`src/design/mux_read_pkg.sv`:
```
/*
 * Shared constants and types for the multiplexed address/data read port:
 * register map, control field layout, reset values, strobe timing counts.
 * Assumes the peripheral clock equals the 125 MHz system clock.
 */
package mux_read_pkg;
    // Register byte offsets on the AXI4-Lite slave
    localparam logic [7:0] OFS_CTRL = 8'h00;
    localparam logic [7:0] OFS_BASE = 8'h04;
    localparam logic [7:0] OFS_COUNT = 8'h08;
    localparam logic [7:0] OFS_DATA = 8'h0c;
    localparam logic [7:0] OFS_STATUS = 8'h10;

    // Control field positions
    localparam int CTRL_GO_BIT = 0;
    localparam int CTRL_DUR_LSB = 1;
    localparam int CTRL_W = 11;
    localparam logic [CTRL_W-1:0] CTRL_RESET = 11'h002;
    localparam logic [15:0] BASE_RESET = 16'h0000;
    localparam logic [15:0] COUNT_RESET = 16'h0000;

    // Status field positions
    localparam int STAT_BUSY_BIT = 0;
    localparam int STAT_NEMPTY_BIT = 1;
    localparam int STAT_FULL_BIT = 2;
    localparam int STAT_LEFT_LSB = 16;

    localparam logic [1:0] RESP_OKAY = 2'h0;
    localparam logic [1:0] RESP_SLVERR = 2'h2;

    // Timing, in peripheral clock periods, and the clock rate
    localparam int SYS_CLK_PERIOD_NS = 8;
    localparam int PCLK_PERIOD_NS = 8;
    localparam int PCLK_PER_SYS = PCLK_PERIOD_NS / SYS_CLK_PERIOD_NS;
    localparam int ALE_WIDTH_PCLK = 2;
    localparam int FLASH_EXTRA_PCLK = 7;
    localparam logic [4:0] ALE_CYCLES = 5'(ALE_WIDTH_PCLK * PCLK_PER_SYS);
    localparam logic [4:0] FLASH_CYCLES = 5'(FLASH_EXTRA_PCLK * PCLK_PER_SYS);
    localparam logic [4:0] HOLD_CYCLES = 5'(PCLK_PER_SYS);

    // Read strobes per address latch cycle
    localparam logic [2:0] STROBES_8BIT = 3'h4;
    localparam logic [2:0] STROBES_16_UNPACKED = 3'h2;
    localparam logic [2:0] STROBES_16_PACKED = 3'h1;

    localparam int FIFO_DEPTH = 4;
    localparam int DATA_W = 16;

    typedef struct packed {
        logic ale_low;
        logic packing_nz;
        logic wide;
        logic flash;
        logic hold;
        logic [4:0] dur;
        logic go;
    } ctrl_t;

    typedef struct packed {
        logic ale;
        logic rd_n;
        logic oe_hi;
        logic oe_lo;
        logic [15:0] dout;
    } pins_t;

    typedef enum logic [2:0] {
        ST_IDLE,
        ST_LATCH,
        ST_ADDR_HOLD,
        ST_TURN,
        ST_STROBE,
        ST_RECOVER
    } state_t;
endpackage

```
`src/design/muxed_async_memory_read_port.sv`:
```
/*
 * Read engine for a multiplexed address/data parallel port, with an
 * AXI4-Lite register slave and a 4-word read-data FIFO.
 * Assumes bus_in is synchronous to sys_clk and the peripheral clock is sys_clk.
 */
// Design decisions made here: the AXI4-Lite register port and the register addresses.
`timescale 1ns/10ps
module muxed_async_memory_read_port (
    input wire logic sys_clk,
    input wire logic rst_n,
    input wire logic [7:0] s_axi_awaddr,
    input wire logic s_axi_awvalid,
    output logic s_axi_awready,
    input wire logic [31:0] s_axi_wdata,
    input wire logic [3:0] s_axi_wstrb,
    input wire logic s_axi_wvalid,
    output logic s_axi_wready,
    output logic [1:0] s_axi_bresp,
    output logic s_axi_bvalid,
    input wire logic s_axi_bready,
    input wire logic [7:0] s_axi_araddr,
    input wire logic s_axi_arvalid,
    output logic s_axi_arready,
    output logic [31:0] s_axi_rdata,
    output logic [1:0] s_axi_rresp,
    output logic s_axi_rvalid,
    input wire logic s_axi_rready,
    input wire logic [15:0] bus_in,
    output logic [15:0] bus_out,
    output logic bus_oe_hi,
    output logic bus_oe_lo,
    output logic ale,
    output logic rd_n
);
    logic rst_meta_q;
    logic rst_sync_q;
    mux_read_pkg::ctrl_t ctrl_q;
    logic [15:0] base_q;
    logic [15:0] count_q;
    mux_read_pkg::state_t state_q;
    logic [15:0] ext_addr_q;
    logic [15:0] left_q;
    logic [2:0] idx_q;
    logic [4:0] cnt_q;
    mux_read_pkg::pins_t pins_q;
    mux_read_pkg::pins_t pins_d;
    logic [2:0] per_group;
    logic [4:0] dur_cycles;
    logic [4:0] hold_cycles;
    logic last_strobe;
    logic busy;
    logic capture;
    logic fifo_in_ready;
    logic fifo_out_valid;
    logic fifo_pop;
    logic [15:0] fifo_out_data;
    logic [15:0] sample;
    logic aw_held_q;
    logic w_held_q;
    logic [7:0] aw_addr_q;
    logic [31:0] w_data_q;
    logic [3:0] w_strb_q;
    logic do_write;
    logic start;
    logic [31:0] ctrl_word;
    logic [31:0] status_word;

    // Reset release through two flip-flops
    always_ff @(posedge sys_clk or negedge rst_n) begin
        if (!rst_n) begin
            rst_meta_q <= 1'b0;
            rst_sync_q <= 1'b0;
        end else begin
            rst_meta_q <= 1'b1;
            rst_sync_q <= rst_meta_q;
        end
    end

    function automatic logic [31:0] merge(input logic [31:0] old, input logic [31:0] nw, input logic [3:0] strb);
        logic [31:0] r;
        r = old;
        for (int i = 0; i < 4; i++) begin
            if (strb[i]) begin
                r[i*8 +: 8] = nw[i*8 +: 8];
            end
        end
        return r;
    endfunction

    assign busy = (state_q != mux_read_pkg::ST_IDLE);
    assign ctrl_word = {21'h000000, ctrl_q[mux_read_pkg::CTRL_W-1:1], 1'b0};
    assign status_word = {left_q, 13'h0000, !fifo_in_ready, fifo_out_valid, busy};

    // Group size by memory width and packing
    always_comb begin
        if (!ctrl_q.wide) begin
            per_group = mux_read_pkg::STROBES_8BIT;
        end else if (ctrl_q.packing_nz) begin
            per_group = mux_read_pkg::STROBES_16_PACKED;
        end else begin
            per_group = mux_read_pkg::STROBES_16_UNPACKED;
        end
    end

    // A zero duration would wrap the counter into a 32-clock strobe, so it acts as one clock
    assign dur_cycles = (ctrl_q.dur == 5'h00) ? 5'h01 : ctrl_q.dur;
    assign hold_cycles = ctrl_q.hold ? mux_read_pkg::HOLD_CYCLES : 5'h00;
    assign last_strobe = (idx_q == per_group - 3'h1);

    // AXI4-Lite write channels: address and data taken in either order
    assign s_axi_awready = !aw_held_q && !s_axi_bvalid;
    assign s_axi_wready = !w_held_q && !s_axi_bvalid;
    assign do_write = aw_held_q && w_held_q && !s_axi_bvalid;
    assign start = do_write && !busy && (aw_addr_q == mux_read_pkg::OFS_CTRL)
        && w_strb_q[0] && w_data_q[mux_read_pkg::CTRL_GO_BIT];

    always_ff @(posedge sys_clk or negedge rst_sync_q) begin
        if (!rst_sync_q) begin
            aw_held_q <= 1'b0;
            w_held_q <= 1'b0;
            aw_addr_q <= 8'h00;
            w_data_q <= 32'h00000000;
            w_strb_q <= 4'h0;
            s_axi_bvalid <= 1'b0;
            s_axi_bresp <= mux_read_pkg::RESP_OKAY;
        end else begin
            if (s_axi_awvalid && s_axi_awready) begin
                aw_held_q <= 1'b1;
                aw_addr_q <= s_axi_awaddr;
            end
            if (s_axi_wvalid && s_axi_wready) begin
                w_held_q <= 1'b1;
                w_data_q <= s_axi_wdata;
                w_strb_q <= s_axi_wstrb;
            end
            if (do_write) begin
                aw_held_q <= 1'b0;
                w_held_q <= 1'b0;
                s_axi_bvalid <= 1'b1;
                case (aw_addr_q)
                    mux_read_pkg::OFS_CTRL, mux_read_pkg::OFS_BASE, mux_read_pkg::OFS_COUNT,
                    mux_read_pkg::OFS_DATA, mux_read_pkg::OFS_STATUS: begin
                        s_axi_bresp <= mux_read_pkg::RESP_OKAY;
                    end
                    default: begin
                        s_axi_bresp <= mux_read_pkg::RESP_SLVERR;
                    end
                endcase
            end else if (s_axi_bvalid && s_axi_bready) begin
                s_axi_bvalid <= 1'b0;
            end
        end
    end

    // Settings are frozen while a transfer runs so counters never see a change mid-strobe
    always_ff @(posedge sys_clk or negedge rst_sync_q) begin
        if (!rst_sync_q) begin
            ctrl_q <= mux_read_pkg::CTRL_RESET;
            base_q <= mux_read_pkg::BASE_RESET;
            count_q <= mux_read_pkg::COUNT_RESET;
        end else if (do_write && !busy) begin
            case (aw_addr_q)
                mux_read_pkg::OFS_CTRL: begin
                    ctrl_q <= mux_read_pkg::CTRL_W'(merge(ctrl_word, w_data_q, w_strb_q) & 32'h000007fe);
                end
                mux_read_pkg::OFS_BASE: begin
                    base_q <= 16'(merge({16'h0000, base_q}, w_data_q, w_strb_q));
                end
                mux_read_pkg::OFS_COUNT: begin
                    count_q <= 16'(merge({16'h0000, count_q}, w_data_q, w_strb_q));
                end
                default: begin
                end
            endcase
        end
    end

    // AXI4-Lite read channel; reading the data register pops the FIFO
    assign s_axi_arready = !s_axi_rvalid;
    assign fifo_pop = s_axi_arvalid && s_axi_arready && (s_axi_araddr == mux_read_pkg::OFS_DATA);

    always_ff @(posedge sys_clk or negedge rst_sync_q) begin
        if (!rst_sync_q) begin
            s_axi_rvalid <= 1'b0;
            s_axi_rdata <= 32'h00000000;
            s_axi_rresp <= mux_read_pkg::RESP_OKAY;
        end else if (s_axi_arvalid && s_axi_arready) begin
            s_axi_rvalid <= 1'b1;
            s_axi_rresp <= mux_read_pkg::RESP_OKAY;
            case (s_axi_araddr)
                mux_read_pkg::OFS_CTRL: s_axi_rdata <= ctrl_word;
                mux_read_pkg::OFS_BASE: s_axi_rdata <= {16'h0000, base_q};
                mux_read_pkg::OFS_COUNT: s_axi_rdata <= {16'h0000, count_q};
                mux_read_pkg::OFS_DATA: s_axi_rdata <= fifo_out_valid ? {16'h0000, fifo_out_data} : 32'h00000000;
                mux_read_pkg::OFS_STATUS: s_axi_rdata <= status_word;
                default: begin
                    s_axi_rdata <= 32'h00000000;
                    s_axi_rresp <= mux_read_pkg::RESP_SLVERR;
                end
            endcase
        end else if (s_axi_rvalid && s_axi_rready) begin
            s_axi_rvalid <= 1'b0;
        end
    end

    // Pin sequencer
    always_ff @(posedge sys_clk or negedge rst_sync_q) begin
        if (!rst_sync_q) begin
            state_q <= mux_read_pkg::ST_IDLE;
            ext_addr_q <= 16'h0000;
            left_q <= 16'h0000;
            idx_q <= 3'h0;
            cnt_q <= 5'h00;
        end else begin
            case (state_q)
                mux_read_pkg::ST_IDLE: begin
                    if (start && count_q != 16'h0000) begin
                        ext_addr_q <= base_q;
                        left_q <= count_q;
                        idx_q <= 3'h0;
                        cnt_q <= mux_read_pkg::ALE_CYCLES - 5'h01;
                        state_q <= mux_read_pkg::ST_LATCH;
                    end
                end
                mux_read_pkg::ST_LATCH: begin
                    if (cnt_q == 5'h00) begin
                        state_q <= mux_read_pkg::ST_ADDR_HOLD;
                    end else begin
                        cnt_q <= cnt_q - 5'h01;
                    end
                end
                mux_read_pkg::ST_ADDR_HOLD: begin
                    state_q <= mux_read_pkg::ST_TURN;
                end
                mux_read_pkg::ST_TURN: begin
                    // A strobe starts only with FIFO room, so its datum is never dropped
                    if (fifo_in_ready) begin
                        cnt_q <= dur_cycles - 5'h01;
                        state_q <= mux_read_pkg::ST_STROBE;
                    end
                end
                mux_read_pkg::ST_STROBE: begin
                    if (cnt_q == 5'h00) begin
                        if (last_strobe && ctrl_q.flash) begin
                            cnt_q <= hold_cycles + mux_read_pkg::FLASH_CYCLES;
                        end else begin
                            cnt_q <= hold_cycles;
                        end
                        state_q <= mux_read_pkg::ST_RECOVER;
                    end else begin
                        cnt_q <= cnt_q - 5'h01;
                    end
                end
                mux_read_pkg::ST_RECOVER: begin
                    if (cnt_q != 5'h00) begin
                        cnt_q <= cnt_q - 5'h01;
                    end else if (!last_strobe) begin
                        idx_q <= idx_q + 3'h1;
                        state_q <= mux_read_pkg::ST_TURN;
                    end else begin
                        idx_q <= 3'h0;
                        ext_addr_q <= ext_addr_q + {13'h0000, per_group};
                        left_q <= left_q - 16'h0001;
                        cnt_q <= mux_read_pkg::ALE_CYCLES - 5'h01;
                        state_q <= (left_q == 16'h0001) ? mux_read_pkg::ST_IDLE : mux_read_pkg::ST_LATCH;
                    end
                end
                default: begin
                    state_q <= mux_read_pkg::ST_IDLE;
                end
            endcase
        end
    end

    // Pin levels decoded from the state, then registered so the pins never glitch
    always_comb begin
        pins_d.ale = ctrl_q.ale_low;
        pins_d.rd_n = 1'b1;
        pins_d.oe_hi = 1'b0;
        pins_d.oe_lo = 1'b0;
        pins_d.dout = ext_addr_q;
        case (state_q)
            mux_read_pkg::ST_LATCH: begin
                pins_d.ale = !ctrl_q.ale_low;
                pins_d.oe_hi = 1'b1;
                pins_d.oe_lo = 1'b1;
            end
            mux_read_pkg::ST_ADDR_HOLD: begin
                pins_d.oe_hi = 1'b1;
                pins_d.oe_lo = 1'b1;
            end
            mux_read_pkg::ST_TURN: begin
                pins_d.oe_hi = !ctrl_q.wide;
            end
            mux_read_pkg::ST_STROBE: begin
                pins_d.rd_n = 1'b0;
                pins_d.oe_hi = !ctrl_q.wide;
            end
            mux_read_pkg::ST_RECOVER: begin
                pins_d.oe_hi = !ctrl_q.wide;
            end
            default: begin
            end
        endcase
    end

    always_ff @(posedge sys_clk or negedge rst_sync_q) begin
        if (!rst_sync_q) begin
            pins_q <= '{ale: 1'b0, rd_n: 1'b1, oe_hi: 1'b0, oe_lo: 1'b0, dout: 16'h0000};
        end else begin
            pins_q <= pins_d;
        end
    end

    assign ale = pins_q.ale;
    assign rd_n = pins_q.rd_n;
    assign bus_oe_hi = pins_q.oe_hi;
    assign bus_oe_lo = pins_q.oe_lo;
    assign bus_out = pins_q.dout;

    // Data is taken on the edge that raises the read strobe pin
    assign capture = !pins_q.rd_n && !pins_d.rd_n ? 1'b0 : !pins_q.rd_n;
    assign sample = ctrl_q.wide ? bus_in : {8'h00, bus_in[7:0]};

    word_fifo #(
        .WIDTH(mux_read_pkg::DATA_W),
        .DEPTH(mux_read_pkg::FIFO_DEPTH)
    ) u_fifo (
        .clk(sys_clk),
        .rst_n(rst_sync_q),
        .in_valid(capture),
        .in_ready(fifo_in_ready),
        .in_data(sample),
        .out_valid(fifo_out_valid),
        .out_ready(fifo_pop),
        .out_data(fifo_out_data)
    );
endmodule

```
`src/design/word_fifo.sv`:
```
/*
 * Small synchronous FIFO in flip-flops, valid/ready on both sides.
 * Assumes one clock and an active-low asynchronous reset already synchronised.
 */
`timescale 1ns/10ps
module word_fifo #(
    parameter int WIDTH = 16,
    parameter int DEPTH = 4
) (
    input wire logic clk,
    input wire logic rst_n,
    input wire logic in_valid,
    output logic in_ready,
    input wire logic [WIDTH-1:0] in_data,
    output logic out_valid,
    input wire logic out_ready,
    output logic [WIDTH-1:0] out_data
);
    localparam int PW = $clog2(DEPTH);
    logic [WIDTH-1:0] mem_q [DEPTH];
    logic [PW-1:0] wr_q;
    logic [PW-1:0] rd_q;
    logic [PW:0] cnt_q;
    logic push;
    logic pop;

    assign in_ready = (cnt_q != (PW+1)'(DEPTH));
    assign out_valid = (cnt_q != '0);
    assign out_data = mem_q[rd_q];
    assign push = in_valid && in_ready;
    assign pop = out_valid && out_ready;

    always_ff @(posedge clk) begin
        if (push) begin
            mem_q[wr_q] <= in_data;
        end
    end

    always_ff @(posedge clk or negedge rst_n) begin
        if (!rst_n) begin
            wr_q <= '0;
            rd_q <= '0;
            cnt_q <= '0;
        end else begin
            if (push) begin
                wr_q <= (wr_q == PW'(DEPTH-1)) ? '0 : wr_q + 1'b1;
            end
            if (pop) begin
                rd_q <= (rd_q == PW'(DEPTH-1)) ? '0 : rd_q + 1'b1;
            end
            cnt_q <= cnt_q + (PW+1)'(push) - (PW+1)'(pop);
        end
    end
endmodule

```
`config.mk`:
```
export PLATFORM = sky130hd
export DESIGN_NAME = muxed_async_memory_read_port
export DESIGN_NICKNAME = d
export VERILOG_FILES = /design/src/design/mux_read_pkg.sv /design/src/design/muxed_async_memory_read_port.sv /design/src/design/word_fifo.sv
export SDC_FILE = /design/constraint.sdc
export NUM_CORES = 1
export LEC_CHECK = 0
export BUFFER_PORTS_ARGS = -buffer_cell sky130_fd_sc_hd__buf_2
export CELL_PAD_IN_SITES_DETAIL_PLACEMENT = 0
export CELL_PAD_IN_SITES_GLOBAL_PLACEMENT = 1
export CORE_UTILIZATION = 34
export CTS_CLUSTER_SIZE = 14
export DETAILED_ROUTE_END_ITERATION = 8
export GPL_TIMING_DRIVEN = 0
export PLACE_DENSITY_LB_ADDON = 0.1
export SYNTH_ARGS = -nofsm -noshare
export SYNTH_HDL_FRONTEND = slang
export SYNTH_SLANG_ARGS = --single-unit
```
`constraint.sdc`:
```
create_clock -name sys_clk -period 7.28 [get_ports sys_clk]
set_clock_uncertainty 0.2 [all_clocks]
set_input_delay 0.728 -clock sys_clk [delete_from_list [all_inputs] [get_ports sys_clk]]
set_output_delay 0.728 -clock sys_clk [all_outputs]
set_load 0.05 [all_outputs]
```
==> results of run 1 <==
state kept, by name, indices dropped and copies added (netlist names), 10 cells and up:
name	flops
w_data_q	16
bus_out	16
ext_addr_q	16
left_q	16
s_axi_rdata	32
ctrl_q	10
base_q	16
count_q	16
u_fifo.mem_q	64
worst register-to-register path, delay by kind of cell (launching register included):
kind,cells,cell delay (ns)
flip-flops,1,0.45
buffers and inverters,1,0.43
AND/OR/NAND/NOR,3,1.70
cell type report:
class	count	area share, %
plain buffers	45	1.51
clock buffers	37	6.23
clock inverters	17	1.48
inverters	26	0.744
multi-input cells	576	32.6
flip-flops and latches	242	48.7
well taps	402	3.83
repair buffers	118	5.00
synthesized netlist by cell type (all sizes together), types with 5 or more instances:
cell / n
or3: 5
mux4: 16
o22ai: 16
buf: 17
ha: 18
mux2: 75
nor4: 10
edfxtp: 64
xnor2: 5
nand2b: 5
mux2i: 12
a21oi: 69
clkbuf: 28
o21ai: 45
inv: 26
and3: 6
a31oi: 7
dfrtp: 176
nand4: 8
nor3: 13
o31ai: 5
nor3b: 6
a22o: 17
nor2: 61
a221oi: 11
and2: 17
nand2: 70
nand3: 17
metrics by stage:
stage | util [%] | instance area [um^2] | total power [mW] | hold slack, ns
global route | 41.5 | 13100 | 5.13 | 0.146
floorplan | - | 10900 | 2.94 | 0.131
detailed placement | 38.2 | 12100 | 3.38 | 0.136
CTS | 41.5 | 13100 | 4.91 | 0.130
global placement | 38.0 | 12000 | 3.37 | 0.136
finish | 41.5 | 13100 | 4.85 | 0.145
per-layer routing:
metal	track usage [%]	up-vias	wire length (um)
met1	26.6	3788	14300
met5	0	-	13
met4	5.02	2	612
met2	30.5	168	14200
li1	-	3599	-
met3	2.67	40	1280
where the power goes:
| part | switching [mW] | leakage, nW | internal, mW |
|---|---|---|---|
| combinational | 0.883 | 2.23 | 0.475 |
| sequential | 0.289 | 2.88 | 1.69 |
| clock | 0.579 | 0.496 | 0.932 |
kinds of logic after synthesis:
| family | after synthesis | share of synthesized area (%) |
|---|---|---|
| buf+inv | 71 | 2.70 |
| mux | 103 | 12.2 |
| compound gates | 203 | 11.7 |
| xor+xnor | 9 | 0.846 |
| flops | 242 | 58.3 |
| simple gates | 238 | 11.7 |
| fa+ha+maj | 20 | 2.42 |
| other cells | 2 | 0.0686 |
worst max-delay path by stage:
stage | depth (start not counted) | start | slack (ns) | endpoint
floorplan | 0 | rst_sync_q | 1.76 | ale
detailed placement | 11 | s_axi_araddr[5] | 3.64 | u_fifo.cnt_q[2]
CTS | 4 | state_q[0] | 4.02 | u_fifo.mem_q[1][13]
global route | 4 | state_q[0] | 3.81 | u_fifo.mem_q[3][13]
global placement | 0 | rst_sync_q | -0.78 | s_axi_rdata[17]
finish | 4 | state_q[0] | 4.12 | u_fifo.mem_q[1][13]
timing repair:
action	4_1_cts	5_1_grt
endpoints found under the hold margin	2	0
hold buffers	1	0
endpoints found under the setup margin	0	0
==> summary.txt, run 1 <==
Routing
  – Detailed Routing Iterations Pass 1: 5
  – Via-per-instance ratio: 5.19
  – DRT Wirelength: 30,400 um
  – DRC: 0
  – Drt initial violations: 509
  – Antenna-violating nets left: 0
  – Wire per inst: 20.8 um
  – Via count: 7,597

Floorplanning
  – Die ar.: 32,900 um^2
  – Row count: 65
  – Die W: 181 um
  – Chip height: 181 um
  – IO Pins: 136
  – Starting Density: 34.6%
  – Core area: 31,600 um^2

Timing
  – Setup total negative slack: 0 ns
  – Hold Fails Final Rpt: 0
  – Slew margin rel.: 32.3%
  – Transition time of the tightest slew-check pin: 1.01 ns
  – Fmax achieved: 316 MHz
  – Unrepaired setup endpoints after global routing: false
  – Final worst path period share: 43.5%
  – Final worst setup slack: 4.12 ns
  – Final count of pins violating max slew: 0
  – Setup violations, final: 0
  – Min Clock Period, post-route: 3.16 ns

Critical path
  – Worst Path Arrival: 3.14 ns
  – R2R Setup Slk: 4.12 ns
  – R2r worst-path depth: 4
  – Worst setup SP type: flip-flop
  – Critical Path Fanout Max: 16
  – Crit Path Class: flip-flop to flip-flop
  – CP Buf/Inv Count: 1
  – Worst path top cell family by delay: simple AND/OR/NAND/NOR gates
  – Worst stage delay on the critical path: 0.80 ns
  – Crit-path cells: clkbuf_1 -> nor2_1 -> nor3_1 -> and2_1
  – Reg-to-reg endpoint: u_fifo.mem_q[1][13]
  – Data required, critical path: 7.25 ns
  – Crit end category: flip-flop
  – Worst-path cell with the longest stage delay: and2_1
  – Worst r2r src: state_q[0]

Place
  – Placed insts: 1,408
  – Buffers on Ports: 114
  – Setup WS pre-CTS: 3.64 ns
  – Routability cong.: 0.792
  – DP Wirelength: 22,100 um

Yosys
  – Yosys reg bits: 242
  – Top cell type's share of synthesized area: 40.3%
  – Register area share after synthesis: 58.3%
  – Synth Flop Type: dfrtp_1
  – Synth area leaders: dfrtp_1 40%, edfxtp_1 18%, mux2_2 7.5%
  – Asr flop ratio synth: 73.6%
  – Mapped Cells: 888
  – EDFF count, synth: 64
  – Synthesized area: 10,900 um^2
  – Most area-hungry cell type in the Yosys netlist: dfrtp_1
  – Avg Cell Area, Syn: 12.3 um^2
  – Distinct cells, synth: 74
  – Yosys warning count: 0

Job
  – Max Cap Viol: 0

Final layout
  – Area grow syn2layout: 19.9%
  – Non-filler cells, final: 1,463
  – Most frequent cells in the layout: 175 x dfrtp_1, 124 x buf_2, 73 x mux2_2
  – N_diodes: 0
  – Filler cell count: 3,041
  – Nets: 1,133
  – Most common cell after layout, fill and taps aside: dfrtp_1
  – Area of the multi-input gates: 4270 um^2
  – Layout cells sized above 1: 28.2%
  – FF/Latch Area: 6380 um^2

GRT
  – Pin count of the biggest net entering global routing: 51
  – GRT Residual Overflow: 0
  – Global Route Usage Sum: 18.9%
  – First-pass GRT wire length: 47,200 um
  – Initial antenna violation count: 1
  – Vias in the first global route: 7,748

Min path
  – Min-delay worst type: flip-flop to flip-flop
  – WHS Endpoint: rst_sync_q
  – WHS Path Cells: 0
  – Hold Startpoint: rst_meta_q

CTS
  – CTS Root Cell: clkbuf_16
  – CTS Buf Count: 29
  – Sink Count: 242
  – Latest clock arrival within the worst-skew pair: 0.55 ns
  – Post-CTS Resized: 0
  – Clk buf depth: 3
  – Clk slew on worst S/H paths: 0.06 ns
  – Post-CTS Setup Repair Bufs: 0
  – H-tree depth: 1
  – CTS tree: yes

Run status
  – Outcome: complete, no violations

Power and ir drop
  – Worst ir drop on vdd: 0.000168 V
  – PD cells: 370 nW/um^2
  – Pleak: 5.61 nW
(Power assumes the default switching activity.)
==> run 2: changes to the inputs <==
Clock period 7.28 ns to 3.22 ns, I/O delays scaled along.
==> run 2 against run 1 <==
Clock power grew 98%; clock-buffer cell count grew 5; non-clock buffer count grew 48; flip-flop and latch count is the same; combinational power grew 130%; global-route usage is essentially flat; setup slack lost 3.9 ns; wire length grew 0.68%; register-to-register slack lost 3.9 ns; first-iteration DRC count shrank 15%; critical path type unchanged; critical endpoint is now ext_addr_q[15].
==> summary.txt, run 2 (synthesis results as in run 1) <==
Floorplanning
  – Chip height: 181 um
  – Row count: 65
  – Die ar.: 32,900 um^2
  – Die W: 181 um
  – Starting Density: 34.6%
  – IO Pins: 136
  – Core area: 31,600 um^2

CTS
  – Clk slew on worst S/H paths: 0.06 ns
  – Sink Count: 242
  – CTS Buf Count: 28
  – Latest clock arrival within the worst-skew pair: 0.54 ns
  – Post-CTS Setup Repair Bufs: 0
  – CTS Root Cell: clkbuf_16
  – H-tree depth: 1
  – CTS tree: yes
  – Clk buf depth: 3

Job
  – Max Cap Viol: 0

Place
  – Cell Area, Placed: 12,100 um^2
  – Placed insts: 1,408
  – Buffers on Ports: 114
  – Routability cong.: 0.800
  – DP Wirelength: 22,000 um

Min path
  – Min-delay worst type: input port to flip-flop
  – WHS Endpoint: s_axi_rdata[14]
  – Hold Startpoint: s_axi_araddr[2]
  – WHS Path Cells: 5

Routing
  – Antenna-violating nets left: 0
  – Wire per inst: 20.2 um
  – Drt initial violations: 432
  – DRT Wirelength: 30,600 um
  – Detailed Routing Iterations Pass 1: 5
  – Via-per-instance ratio: 5.15
  – Via count: 7,773
  – DRC: 0

Timing
  – Final count of pins violating max slew: 0
  – Final hold slack: 0.0718 ns
  – Min Clock Period, post-route: 3.01 ns
  – Unrepaired setup endpoints after global routing: false
  – Hold Fails Final Rpt: 0
  – Fmax achieved: 333 MHz
  – Setup violations, final: 0
  – Final worst path period share: 93.4%
  – Transition time of the tightest slew-check pin: 1.04 ns
  – Slew margin rel.: 30.7%

Critical path
  – Crit Path Class: flip-flop to flip-flop
  – R2R Setup Slk: 0.21 ns
  – Worst r2r src: state_q[1]
  – Reg-to-reg endpoint: ext_addr_q[15]
  – Critical Path Fanout Max: 10
  – Crit end category: flip-flop
  – Worst setup SP type: flip-flop
  – Data required, critical path: 3.44 ns
  – Worst Path Arrival: 3.23 ns
  – R2r worst-path depth: 8

Power and ir drop
  – Total power: 10.6 mW
  – PD cells: 787 nW/um^2
  – Worst ir drop on vdd: 0.000432 V
  – Pleak: 5.75 nW

GRT
  – Gr busiest metal: met2
  – GRT Residual Overflow: 0
  – First-pass GRT wire length: 47,300 um
  – Met1 GRT Util: 26.2%
  – Pin count of the biggest net entering global routing: 67
  – Initial antenna violation count: 2
  – Global routing usage on met2: 30.5%
  – GR Util met3: 3.27%
  – Vias in the first global route: 7,865
  – Global Route Usage Sum: 18.8%

Final layout
  – Non-filler cells, final: 1,510
  – Layout cells sized above 1: 26.8%
  – Most common cell after layout, fill and taps aside: dfrtp_1
  – Final instance area: 13,500 um^2
  – Top flop regs: u_fifo.mem_q: 64 flops, s_axi_rdata: 32 flops
  – Reg with most FFs: u_fifo.mem_q
  – Max reg flops: 64
  – Nets: 1,180
  – Area grow syn2layout: 23.1%
  – Most frequent cells in the layout: 175 x dfrtp_1, 124 x buf_2, 73 x mux2_2

Run status
  – Outcome: complete, no violations
run 2: changes by cell type in the layout (fill, tap and decap cells not counted), sizes merged:
cell | previous run | this run
bufinv | 4 | 0
clkbuf | 65 | 70
clkinv | 10 | 9
clkinvlp | 2 | 0
diode | 0 | 1
dlygate4sd3 | 1 | 49
run 2: what timing repair did:
action	CTS	global route
endpoints found under the hold margin	96	0
gates resized for setup	3	3
hold buffers	49	0
setup endpoints to repair	30	67
run 2: worst max-delay path: stages, from the launching register on:
cell	delay, ns
dfrtp_1	0.35
buf_2	0.18
nor3_4	0.43
nand4_1	0.29
or2_2	0.35
buf_2	0.21
o21ai_2	0.49
buf_4	0.30
a21oi_1	0.08
run 2: worst max path at each step:
stage	from	endpoint	slack (ns)	depth (start not counted)
after global placement	rst_sync_q	bus_oe_hi	-1.29	0
after global routing	cnt_q[0]	ext_addr_q[6]	0.007	8
final	state_q[1]	ext_addr_q[15]	0.21	8
after detailed placement	s_axi_araddr[5]	u_fifo.cnt_q[2]	-0.005	11
after floorplan	rst_sync_q	ale	0.08	0
after CTS	state_q[0]	u_fifo.mem_q[0][9]	0.01	4
run 2: metal layers:
metal / vias up / part of all wire [%] / wire (um)
met5: - / 0 / 0
met4: 0 / 2.0 / 613
met3: 42 / 4.9 / 1490
met2: 170 / 47 / 14300
met1: 3877 / 46 / 14200
li1: 3684 / - / -
run 2: area by class of cell:
type | instances | area (um^2)
fill | 3009 | 18200
sequential | 242 | 6380
multi-input combinational | 576 | 4280
timing repair buffer | 166 | 1140
clock buffer | 42 | 815
tap | 402 | 503
buffer | 45 | 199
inverter | 26 | 97.6
clock inverter | 10 | 48.8
antenna | 1 | 2.50
run 2: power by group:
group	leakage (nW)	internal [mW]	switching, mW
clock network	0.432	1.74	1.25
registers	2.88	3.83	0.654
logic	2.43	1.11	2.01
total	5.75	6.68	3.92
run 2: metrics by stage:
stage,setup slack (ns),setup TNS [ns],util [%]
2_1_floorplan,0.0822,0,-
3_3_place_gp,-1.29,-223.42,38.0
3_5_place_dp,-0.00487,-0.00487,38.2
4_1_cts,0.0149,0,42.5
5_1_grt,0.00736,0,42.6
6_report,0.213,0,42.6
